$ cat src/rts_pkg.sv
/*
 * shared constants of the reset and time-out sequencer: register map,
 * field positions, reset values, reset cause codes and timing counts.
 * assumes a 125 MHz system clock and 32-bit Avalon-MM register access.
 */
`default_nettype none

package rts_pkg;

    // ****************************************************************
    // timing
    // ****************************************************************
    localparam int CLK_PERIOD_PS = 8000;
    // shortest accepted low pulse on the external reset pin
    localparam int PIN_MIN_NS    = 2000;
    localparam int PIN_MIN_CYC   = (PIN_MIN_NS * 1000 + CLK_PERIOD_PS - 1) / CLK_PERIOD_PS;
    // shortest supply dip that must cause a brown-out reset
    localparam int BROWN_MIN_US  = 100;
    localparam int BROWN_MIN_CYC = (BROWN_MIN_US * 1000000 + CLK_PERIOD_PS - 1) / CLK_PERIOD_PS;
    // power-up delay, nominal 72 ms, in ticks of its own rc oscillator
    localparam int DELAY_MS      = 72;
    localparam int DELAY_TICKS   = 1024;
    // oscillator settle count, in cycles of the main clock input
    localparam int SETTLE_CYCLES = 1024;

    // ****************************************************************
    // register map
    // ****************************************************************
    localparam logic [4:0] STATUS_OFS = 5'h00;
    localparam logic [4:0] POWER_OFS  = 5'h04;
    localparam logic [4:0] CFG_OFS    = 5'h08;
    localparam logic [4:0] CAUSE_OFS  = 5'h0c;
    localparam logic [4:0] KEEP_OFS   = 5'h10;

    localparam int TIMEOUT_BIT   = 4;
    localparam int POWERDOWN_BIT = 3;
    localparam int PWRON_BIT     = 1;
    localparam int BROWNOUT_BIT  = 0;
    localparam int DLY_EN_N_BIT  = 0;
    localparam int BROWN_EN_BIT  = 1;
    localparam int OSC_LSB       = 2;

    // delay disabled, brown-out enabled, resistor-capacitor clock
    localparam logic [7:0] CFG_RST  = 8'h0f;
    localparam logic [7:0] KEEP_RST = 8'h00;

    // ****************************************************************
    // enumerations
    // ****************************************************************
    typedef enum logic [1:0] {
        RTS_OSC_LOWPWR,
        RTS_OSC_CRYSTAL,
        RTS_OSC_FAST,
        RTS_OSC_RCNET
    } rts_osc_t;

    typedef enum logic [2:0] {
        RTS_C_NONE,
        RTS_C_POWERON,
        RTS_C_PIN_RUN,
        RTS_C_PIN_SLEEP,
        RTS_C_WATCHDOG_RUN,
        RTS_C_WATCHDOG_WAKE,
        RTS_C_BROWNOUT,
        RTS_C_IRQ_WAKE
    } rts_cause_t;

endpackage : rts_pkg

`default_nettype wire

$ cat src/rts_sequencer.sv
/*
 * reset cause detection, power-up delay, oscillator settle count and
 * cause flags of a small microcontroller, with an Avalon-MM slave.
 * assumes all inputs synchronous to clk; the delay and settle clocks
 * arrive as one-cycle tick pulses; the core applies regs_reset.
 */
`timescale 1ns/1ps
`default_nettype none

module rts_sequencer #(
    parameter int PIN_MIN_CYC   = rts_pkg::PIN_MIN_CYC,
    parameter int BROWN_MIN_CYC = rts_pkg::BROWN_MIN_CYC,
    parameter int DELAY_TICKS   = rts_pkg::DELAY_TICKS,
    parameter int SETTLE_CYCLES = rts_pkg::SETTLE_CYCLES
) (
    // clock and reset
    input  wire logic        clk,
    input  wire logic        nrst,
    // register bus
    input  wire logic [4:0]  avs_address,
    input  wire logic        avs_read,
    input  wire logic        avs_write,
    input  wire logic [31:0] avs_writedata,
    input  wire logic [3:0]  avs_byteenable,
    output var  logic [31:0] avs_readdata,
    output var  logic        avs_waitrequest,
    // supply monitors and reset pin
    input  wire logic        vdd_rise_detect,
    input  wire logic        brownout_detect,
    input  wire logic        external_reset_pin_n,
    output var  logic        external_reset_pin_o,
    output var  logic        external_reset_pin_oe,
    // core state and time bases
    input  wire logic        watchdog_timeout,
    input  wire logic        sleeping,
    input  wire logic        irq_wake,
    input  wire logic        powerup_tick,
    input  wire logic        clock_input_tick,
    // reset outputs
    output var  logic        chip_reset,
    output var  logic        core_hold,
    output var  logic        regs_reset,
    output var  logic        resume,
    output var  logic [2:0]  reset_cause
);

    // ****************************************************************
    // state
    // ****************************************************************
    localparam int MW = $clog2(PIN_MIN_CYC + 1);
    localparam int BW = $clog2(BROWN_MIN_CYC + 1);
    localparam int DW = $clog2(DELAY_TICKS + 1);
    localparam int SW = $clog2(SETTLE_CYCLES + 1);

    localparam logic [MW-1:0] PIN_END    = MW'(PIN_MIN_CYC);
    localparam logic [BW-1:0] BROWN_END  = BW'(BROWN_MIN_CYC);
    localparam logic [DW-1:0] DELAY_END  = DW'(DELAY_TICKS);
    localparam logic [SW-1:0] SETTLE_END = SW'(SETTLE_CYCLES);

    typedef enum logic [2:0] {
        ST_RUN,
        ST_BROWN,
        ST_DELAY,
        ST_SETTLE,
        ST_PIN
    } rts_state_t;

    typedef struct packed {
        rts_state_t          st;
        rts_pkg::rts_cause_t cause;
        logic                is_rst;
        logic [MW-1:0]       pin_cnt;
        logic                pin_low;
        logic [BW-1:0]       brown_cnt;
        logic                brown_low;
        logic [DW-1:0]       dly_cnt;
        logic [SW-1:0]       set_cnt;
        logic                timeout_flag_n;
        logic                powerdown_flag_n;
        logic                poweron_flag_n;
        logic                brownout_flag;
        logic [7:0]          cfg;
        logic [7:0]          keep;
        logic                wreq;
        logic [31:0]         rdata;
        logic                chip_reset;
        logic                core_hold;
        logic                regs_reset;
        logic                resume;
        logic                pin_oe;
    } rts_regs_t;

    rts_regs_t         s;
    rts_regs_t         next_s;
    logic              brownout_enable_cfg;
    logic              powerup_delay_enable_n;
    logic              dly_on;
    logic              settle_on;
    logic              dly_done;
    logic              set_done;
    rts_pkg::rts_osc_t osc_mode;

    // ****************************************************************
    // helpers
    // ****************************************************************
    // timeout and powerdown flags a cause leaves behind
    function automatic logic [1:0] flag_pair(
        input rts_pkg::rts_cause_t c,
        input logic [1:0]          cur
    );
        case (c)
            rts_pkg::RTS_C_POWERON,
            rts_pkg::RTS_C_BROWNOUT:      flag_pair = 2'h3;
            rts_pkg::RTS_C_PIN_SLEEP,
            rts_pkg::RTS_C_IRQ_WAKE:      flag_pair = 2'h2;
            rts_pkg::RTS_C_WATCHDOG_RUN:  flag_pair = 2'h1;
            rts_pkg::RTS_C_WATCHDOG_WAKE: flag_pair = 2'h0;
            default:                      flag_pair = cur;
        endcase
    endfunction : flag_pair

    // first stage of a time-out sequence
    function automatic rts_state_t first_stage(
        input logic dly,
        input logic settle
    );
        if (dly) begin
            first_stage = ST_DELAY;
        end else if (settle) begin
            first_stage = ST_SETTLE;
        end else begin
            first_stage = ST_PIN;
        end
    endfunction : first_stage

    // ****************************************************************
    // configuration decode
    // ****************************************************************
    assign brownout_enable_cfg    = s.cfg[rts_pkg::BROWN_EN_BIT];
    assign powerup_delay_enable_n = s.cfg[rts_pkg::DLY_EN_N_BIT];
    assign osc_mode  = rts_pkg::rts_osc_t'(s.cfg[rts_pkg::OSC_LSB +: 2]);
    assign dly_on    = !powerup_delay_enable_n || brownout_enable_cfg;
    assign settle_on = osc_mode != rts_pkg::RTS_OSC_RCNET;
    assign dly_done  = s.dly_cnt == DELAY_END;
    assign set_done  = s.set_cnt == SETTLE_END;

    // ****************************************************************
    // next state
    // ****************************************************************
    always_comb begin
        rts_pkg::rts_cause_t ev;
        logic                hit;
        ev     = rts_pkg::RTS_C_NONE;
        hit    = (avs_read || avs_write) && s.wreq;
        next_s = s;
        next_s.regs_reset = 1'b0;
        next_s.resume     = 1'b0;
        next_s.pin_oe     = 1'b0;
        next_s.wreq       = !hit;

        // bus read: data stands while waitrequest is low
        if (avs_read && s.wreq) begin
            next_s.rdata = '0;
            case (avs_address)
                rts_pkg::STATUS_OFS: begin
                    next_s.rdata[rts_pkg::TIMEOUT_BIT]   = s.timeout_flag_n;
                    next_s.rdata[rts_pkg::POWERDOWN_BIT] = s.powerdown_flag_n;
                end
                rts_pkg::POWER_OFS: begin
                    next_s.rdata[rts_pkg::PWRON_BIT]    = s.poweron_flag_n;
                    next_s.rdata[rts_pkg::BROWNOUT_BIT] = s.brownout_flag;
                end
                rts_pkg::CFG_OFS:   next_s.rdata[7:0] = s.cfg;
                rts_pkg::CAUSE_OFS: next_s.rdata[2:0] = s.cause;
                rts_pkg::KEEP_OFS:  next_s.rdata[7:0] = s.keep;
                default:            next_s.rdata = '0;
            endcase
        end

        // bus write takes effect at the edge that ends the wait
        if (avs_write && !s.wreq && avs_byteenable[0]) begin
            case (avs_address)
                rts_pkg::POWER_OFS: begin
                    next_s.poweron_flag_n = avs_writedata[rts_pkg::PWRON_BIT];
                    next_s.brownout_flag  = avs_writedata[rts_pkg::BROWNOUT_BIT];
                end
                rts_pkg::CFG_OFS:  next_s.cfg  = avs_writedata[7:0];
                rts_pkg::KEEP_OFS: next_s.keep = avs_writedata[7:0];
                default:           next_s.cfg  = s.cfg;
            endcase
        end

        // external pin filter
        if (external_reset_pin_n) begin
            next_s.pin_cnt = '0;
            next_s.pin_low = 1'b0;
        end else if (s.pin_cnt != PIN_END) begin
            next_s.pin_cnt = s.pin_cnt + 1'b1;
        end else begin
            next_s.pin_low = 1'b1;
        end

        // brown-out dip filter
        if (!brownout_enable_cfg || !brownout_detect) begin
            next_s.brown_cnt = '0;
            next_s.brown_low = 1'b0;
        end else if (s.brown_cnt != BROWN_END) begin
            next_s.brown_cnt = s.brown_cnt + 1'b1;
        end else begin
            next_s.brown_low = 1'b1;
        end

        // cause selection, power-on first
        if (vdd_rise_detect) begin
            ev = rts_pkg::RTS_C_POWERON;
        end else if (s.brown_low && s.st != ST_BROWN) begin
            ev = rts_pkg::RTS_C_BROWNOUT;
        end else if (s.st == ST_RUN) begin
            if (s.pin_low) begin
                ev = sleeping ? rts_pkg::RTS_C_PIN_SLEEP : rts_pkg::RTS_C_PIN_RUN;
            end else if (watchdog_timeout) begin
                ev = sleeping ? rts_pkg::RTS_C_WATCHDOG_WAKE : rts_pkg::RTS_C_WATCHDOG_RUN;
            end else if (irq_wake && sleeping) begin
                ev = rts_pkg::RTS_C_IRQ_WAKE;
            end
        end

        if (ev != rts_pkg::RTS_C_NONE) begin
            next_s.cause = ev;
            {next_s.timeout_flag_n, next_s.powerdown_flag_n} =
                flag_pair(ev, {s.timeout_flag_n, s.powerdown_flag_n});
            next_s.is_rst = (ev != rts_pkg::RTS_C_WATCHDOG_WAKE) &&
                            (ev != rts_pkg::RTS_C_IRQ_WAKE);
            next_s.regs_reset = next_s.is_rst;
            case (ev)
                rts_pkg::RTS_C_POWERON: begin
                    next_s.poweron_flag_n = 1'b0;
                    next_s.st = first_stage(dly_on, settle_on);
                end
                rts_pkg::RTS_C_BROWNOUT: begin
                    next_s.brownout_flag = 1'b0;
                    next_s.st = ST_BROWN;
                end
                rts_pkg::RTS_C_WATCHDOG_WAKE,
                rts_pkg::RTS_C_IRQ_WAKE: begin
                    next_s.st = first_stage(1'b0, settle_on);
                end
                default: begin
                    next_s.st = ST_PIN;
                end
            endcase
        end else begin
            case (s.st)
                ST_BROWN: begin
                    if (!brownout_detect || !brownout_enable_cfg) begin
                        next_s.st = ST_DELAY;
                    end
                end
                ST_DELAY: begin
                    if (dly_done) begin
                        next_s.st = first_stage(1'b0,
                            settle_on && s.cause == rts_pkg::RTS_C_POWERON);
                    end else if (powerup_tick) begin
                        next_s.dly_cnt = s.dly_cnt + 1'b1;
                    end
                end
                ST_SETTLE: begin
                    if (set_done) begin
                        next_s.st = ST_PIN;
                    end else if (clock_input_tick) begin
                        next_s.set_cnt = s.set_cnt + 1'b1;
                    end
                end
                ST_PIN: begin
                    if (!s.pin_low) begin
                        next_s.st     = ST_RUN;
                        next_s.resume = 1'b1;
                    end
                end
                default: begin
                    next_s.st = s.st;
                end
            endcase
        end

        // counters sit at zero outside their own stage
        if (next_s.st != ST_DELAY) begin
            next_s.dly_cnt = '0;
        end
        if (next_s.st != ST_SETTLE) begin
            next_s.set_cnt = '0;
        end
        next_s.chip_reset = next_s.is_rst && next_s.st != ST_RUN;
        next_s.core_hold  = next_s.st != ST_RUN;
    end

    // ****************************************************************
    // registers
    // ****************************************************************
    always_ff @(posedge clk or negedge nrst) begin
        if (!nrst) begin
            s                  <= '0;
            s.st               <= ST_PIN;
            s.cause            <= rts_pkg::RTS_C_POWERON;
            s.is_rst           <= 1'b1;
            s.timeout_flag_n   <= 1'b1;
            s.powerdown_flag_n <= 1'b1;
            s.cfg              <= rts_pkg::CFG_RST;
            s.keep             <= rts_pkg::KEEP_RST;
            s.wreq             <= 1'b1;
            s.chip_reset       <= 1'b1;
            s.core_hold        <= 1'b1;
        end else begin
            s <= next_s;
        end
    end

    assign avs_readdata          = s.rdata;
    assign avs_waitrequest       = s.wreq;
    assign external_reset_pin_o  = 1'b0;
    assign external_reset_pin_oe = s.pin_oe;
    assign chip_reset            = s.chip_reset;
    assign core_hold             = s.core_hold;
    assign regs_reset            = s.regs_reset;
    assign resume                = s.resume;
    assign reset_cause           = s.cause;
endmodule : rts_sequencer

`default_nettype wire

$ cat config.mk
export PLATFORM = sky130hd
export DESIGN_NAME = rts_sequencer
export DESIGN_NICKNAME = d
export VERILOG_FILES = /design/src/rts_pkg.sv /design/src/rts_sequencer.sv
export SDC_FILE = /design/constraint.sdc
export NUM_CORES = 1
export LEC_CHECK = 0
export ABC_AREA = 1
export BUFFER_PORTS_ARGS = -buffer_cell sky130_fd_sc_hd__buf_2
export CAP_MARGIN = 15
export CORE_MARGIN = 2
export CORE_UTILIZATION = 60
export DETAILED_ROUTE_END_ITERATION = 10
export HOLD_SLACK_MARGIN = 0.02
export MAX_ROUTING_LAYER = met4
export PLACE_DENSITY = 0.87
export SETUP_SLACK_MARGIN = 0.2
export SYNTH_ARGS = -nofsm -noshare
export SYNTH_HDL_FRONTEND = slang
export SYNTH_SLANG_ARGS = --single-unit
$ cat constraint.sdc
create_clock -name clk -period 2.85 [get_ports clk]
set_clock_uncertainty 0.15 [all_clocks]
set_input_delay 0.1425 -clock clk [delete_from_list [all_inputs] [get_ports clk]]
set_output_delay 0.1425 -clock clk [all_outputs]
set_load 0.05 [all_outputs]
* Yosys cells after proc, flatten, opt, wreduce, memory -nomap -nowiden
Index checks and enable logic that the tools add are counted.
** Word-level totals
- Register bits :: 86
- Input bits :: 53
- Output and inout port bits :: 42
- Word-level logic and storage cells :: 142
** Operators by class
- Eq/ne operators :: 31
- $add $sub $neg :: 4
- Muxes and demuxes :: 50
- Reduce and logical (&&, ||, !) cells :: 36
** Operator list (count)
- $mux 11 :: 8
- $mux 3 :: 14
- $mux 8 :: 3
- $add 11x1->11 const B :: 2
- $eq 11x11->1 const B :: 2
- $mux 22 :: 1
- $mux 18 :: 1
- $pmux 2 s4 :: 2
- $eq 3x3->1 const B :: 5
- $mux 15 :: 1
- $add 14x1->14 const B :: 1
- $mux 14 :: 1
- $ne 14x14->1 const B :: 1
- $pmux 3 s4 :: 1
- $reduce_bool 2->1 :: 6
- $mux 1 :: 11
- $eq 5x4->1 const B :: 2
- $eq 3x1->1 const B :: 3
- $eq 3x2->1 const B :: 3
- $logic_and 1x1->1 :: 9
- $mux 9 :: 1
- $pmux 3 s3 :: 1
- $add 8x1->8 const B :: 1
- $ne 2x1->1 const B :: 4
- 20 further kinds :: 37

* Depth between registers and ports, before layout
- Word-level depth :: 14
- Gate-level depth with buffers :: 15
- Gate-level depth less buffers :: 14

* Worst setup path after synthesis
Ideal clock, no wire load.
- Path type :: reg2reg
- Start :: register s[58] (netlist name)
- End :: register s[62] (netlist name)
- Arrival time :: 1.684 ns
- Cell stages (with the launch flop) :: 13
- Setup slack :: 0.896 ns
- Cells stage by stage :: dfrtp_1 -> inv_1 -> ha_1 -> inv_1 -> nor2_1 -> nand3_1 -> o21ai_1 -> nand4_1 -> a21oi_2 -> nor2_1 -> nand2_1 -> buf_6 -> nor2_1
** On the way
- Cells in the longest elaborated chain, start to end :: 7
** RTL lines
- from (decl) :: RTL line rts_sequencer.sv:93 : rts_regs_t s;
- from (signal assigned) :: RTL line rts_sequencer.sv:314 : s <= next_s;
- $eq 11x11->1 :: RTL line rts_sequencer.sv:145 : assign set_done = s.set_cnt == SETTLE_END;
- $mux 3 :: RTL line rts_sequencer.sv:268 : if (set_done) begin
- $pmux 3 s4 :: RTL line rts_sequencer.sv:253 : case (s.st)
- $mux 3 :: RTL line rts_sequencer.sv:228 : if (ev != rts_pkg::RTS_C_NONE) begin
- $ne 3x2->1 :: RTL line rts_sequencer.sv:290 : if (next_s.st != ST_SETTLE) begin
- $ne 2x1->1 (no source line) / $reduce_bool 2->1 (equally long branches)
- $reduce_and 4->1 (no source line)
Parallel ways exist; a longest one is shown, timed or not. The select of a mux whose other input is x is not followed.
A chain may end at the register's enable or synchronous reset.

* Worst setup path in the final report
- Start :: register s[110] (netlist name)
- End :: register s[73] (netlist name)
** On the way
- Cells in the longest elaborated chain, start to end :: 11
** RTL lines
- $logic_not 3->1 / $ne 3x1->1 (equally long branches) :: RTL line rts_sequencer.sv:218, rts_sequencer.sv:216
- $mux 3 / $logic_and 1x1->1 (equally long branches) :: RTL line rts_sequencer.sv:218, rts_sequencer.sv:216
- $mux 3 :: RTL line rts_sequencer.sv:216 : end else if (s.brown_low && s.st != ST_BROWN) begin
- $mux 3 :: RTL line rts_sequencer.sv:214 : if (vdd_rise_detect) begin
- $eq 3x3->1 :: RTL line rts_sequencer.sv:235 : case (ev)
- $reduce_or 2->1 :: RTL line rts_sequencer.sv:235
- $pmux 3 s3 :: RTL line rts_sequencer.sv:235
- $mux 3 :: RTL line rts_sequencer.sv:228
- $ne 3x2->1 :: RTL line rts_sequencer.sv:287 : if (next_s.st != ST_DELAY) begin
- $ne 2x1->1 (no source line) / $reduce_bool 2->1 (equally long branches)
- $reduce_and 4->1 (no source line)
Parallel ways exist; a longest one is shown, timed or not.

==> results.cfg <==
[global_routing]
grt.total_usage = 0.242
number_of_antenna_violations_at_the_first_check_in_global_routing = 0
grt_overflow = 0
grt_max_degree = 87
grt_pass1_vias = 3744
grt_first_pass_wirelength_um = 16500

[sta]
fin_tns_setup_ns = 0
setup_viol = 0
highest_clock_rate_mhz = 413
post-route-period-util = 0.851
hold_viol = 0
drv_slew = 0
worst_slew_pin_slew_ns = 1.04
max_slew_margin = 0.304
whs_ns = 0.0539
setup_slack_ns = 0.426
post-route-min-period_ns = 2.42
rsz_0062_raised_after_global_routing = no

[power_and_ir_drop]
leakage_component_of_the_power_nw = 2.61
vdd_ir_drop_max_mv = 0.434
power_per_cell_area_nw_per_um2 = 595
power_mw = 3.20

[logic_synthesis]
ys_warn_count = 0
netlist_instances = 627
synth-main-ff-cell = sky130_fd_sc_hd__dfrtp_1
yosysSeqAreaShare = 0.440
post_synth.cell_area_avg_um2 = 7.86
count_of_cell_types_in_the_netlist = 42
synth_edf_count = 0
postSynthRegisterBits = 86
synth_async_sr_flop_share = 1.00
netlist_area_before_placement_um2 = 4930

[floorplanning]
dieHeight_um = 94.6
floorplan.die.width_um = 94.6
dieArea_um2 = 8950
start_util = 0.609
core_ar_um2 = 8090
row_count = 33
io_pins = 95

[setup_path]
r2r_start = s[110]
crit_fanout = 15
timing.reg2reg.worst_path_depth = 10
worst-setup-path-type = reg -> reg
critPathArrivalTime_ns = 2.57
ff2ff_setup_slack_ns = 0.43
timing.rr.end = s[73]
startpoint_class = flop
worstPathRequired_ns = 3.00
endpoint_kind = flop

[finish]
num_antenna_cells = 0
num-nets-final = 736
highest_count_cells_in_the_layout_ignoring_fill_and_taps = sky130_fd_sc_hd__nand2_1, sky130_fd_sc_hd__inv_1, sky130_fd_sc_hd__dfrtp_1, sky130_fd_sc_hd__nor2_1, sky130_fd_sc_hd__o21ai_0
nFillCells = 681
layout.cells.most_common = sky130_fd_sc_hd__nand2_1
final_area_um2 = 5380
post_route_cells_drive_above_1_share = 0.168
final-instance-count-excl-fill = 785
postLayoutCoreUtil = 0.665
syn_to_final_growth_pct = 9.24

[clocking]
clk-insertion-delay-late_ns = 0.38
htree_levels = 3
cts_buffer_depth = 2
clock_tree_from_tritoncts = yes
cts_sinks = 86
tritoncts.num_buffers = 9
path_clk_slew_ns = 0.10
clock_tree_root = sky130_fd_sc_hd__clkbuf_8

[route]
drt-total-wl_um = 9910
drcViolationCount = 0
vias_per_cell = 5.19
final_antenna_net_count = 0
num_vias = 4076
wl_per_cell_um = 12.6
initialDrtViolationCount = 234
drt_first_pass_iters = 5

[placement]
place.port_buffers = 41
numPlacedInstances = 754
cell_area_reported_after_detailed_placement_um2 = 5030
place_congestion = 0.923
placement.setup.worst_slack_ns = 0.424
place.detailed.hpwl_um = 7000

[job]
cap_violations = 0

[status]
status = finished, final reports clean

[min_path]
worstHoldStart = brownout_detect
hold-path-cell-count = 3
hold_end = s[80]
min_path_type = in -> reg
==> per-layer routing <==
metal | share of wire | global-route usage | vias to the layer above
met1 | 0.45 | 0.310 | 1921
li1 | - | - | 2037
met5 | 0 | - | -
met2 | 0.49 | 0.384 | 96
met4 | 0.020 | 0.0954 | 0
met3 | 0.042 | 0.0423 | 22
==> how the worst max path moves through the flow <==
stage | start | depth (start not counted) | slack, ns | end
6_report | s[110] | 10 | 0.43 | s[73]
5_1_grt | s[110] | 10 | 0.22 | s[78]
4_1_cts | s[58] | 11 | 0.36 | s[67]
3_5_place_dp | s[58] | 11 | 0.42 | s[67]
3_3_place_gp | s[58] | 11 | 0.50 | s[67]
2_1_floorplan | s[58] | 12 | 0.90 | s[62]
==> registers in the layout, indices dropped and copies added, names as in the netlist, 2 cells and up <==
register,count
osc_mode,2
avs_readdata,8
reset_cause,3
s,66
==> layout make-up <==
type | instances | area [um2] | share of cell area
inverter | 87 | 332 | 0.0616
multi-input combinational | 435 | 2190 | 0.408
tap | 105 | 131 | 0.0244
timing repair buffer | 56 | 358 | 0.0665
sequential | 86 | 2170 | 0.403
clock buffer | 9 | 124 | 0.0230
clock inverter | 7 | 76.3 | 0.0142
==> repair_timing <==
item                                   CTS  global route
hold buffers                            15             0
resized for setup                        0             1
setup buffers                            0             0
endpoints found under the hold margin  107             0
setup endpoints to repair                0             3
==> synth_stat cells (3+ instances only) <==
| cell type | count | share of area |
|---|---|---|
| sky130_fd_sc_hd__buf_4 | 37 | 0.056 |
| sky130_fd_sc_hd__nand2_4 | 3 | 0.0069 |
| sky130_fd_sc_hd__nand2_2 | 5 | 0.0063 |
| sky130_fd_sc_hd__dfstp_2 | 12 | 0.064 |
| sky130_fd_sc_hd__nand2_1 | 127 | 0.097 |
| sky130_fd_sc_hd__dfrtp_1 | 74 | 0.38 |
| sky130_fd_sc_hd__nor3_1 | 17 | 0.017 |
| sky130_fd_sc_hd__nor2_2 | 20 | 0.025 |
| sky130_fd_sc_hd__clkbuf_1 | 4 | 0.0030 |
| sky130_fd_sc_hd__ha_1 | 8 | 0.020 |
| sky130_fd_sc_hd__nor4_1 | 5 | 0.0063 |
| sky130_fd_sc_hd__a21oi_1 | 13 | 0.013 |
| sky130_fd_sc_hd__a31oi_1 | 7 | 0.0089 |
| sky130_fd_sc_hd__inv_1 | 81 | 0.062 |
| sky130_fd_sc_hd__xor2_1 | 15 | 0.027 |
| sky130_fd_sc_hd__o21ai_0 | 41 | 0.042 |
| sky130_fd_sc_hd__nand3_1 | 36 | 0.037 |
| sky130_fd_sc_hd__nor2_1 | 70 | 0.053 |
| sky130_fd_sc_hd__inv_2 | 5 | 0.0038 |
| sky130_fd_sc_hd__nor3b_1 | 3 | 0.0046 |
| sky130_fd_sc_hd__nand4_1 | 13 | 0.017 |
| sky130_fd_sc_hd__nand3_2 | 4 | 0.0081 |
==> where the power goes <==
part / internal, mW / total [mW] / switching [mW] / leakage (nW)
sequential: 1.35 / 1.43 / 0.0760 / 1.13
clock: 0.348 / 0.858 / 0.509 / 0.103
combinational: 0.231 / 0.916 / 0.685 / 1.37
==> logic make-up after synthesis <==
family | after synthesis | share of synthesized area
flip-flops | 86 | 0.440
other | 1 | 0.000761
AND/OR/NAND/NOR | 311 | 0.292
adder cells (fa/ha/maj) | 8 | 0.0203
XOR/XNOR | 16 | 0.0284
AO/OA/AOI/OAI | 74 | 0.0843
buffers and inverters | 131 | 0.134
==> critical path: stages (launching register included) <==
cell,delay (ns)
sky130_fd_sc_hd__dfstp_2,0.59
sky130_fd_sc_hd__inv_2,0.07
sky130_fd_sc_hd__nand3_1,0.08
sky130_fd_sc_hd__nand2_2,0.10
sky130_fd_sc_hd__nand3_2,0.12
sky130_fd_sc_hd__nand2_4,0.09
sky130_fd_sc_hd__nor2_8,0.26
sky130_fd_sc_hd__inv_2,0.11
sky130_fd_sc_hd__a21oi_1,0.24
sky130_fd_sc_hd__nand2_1,0.36
sky130_fd_sc_hd__nor2_1,0.20
No activity file was read; power rests on OpenSTA's default activity.
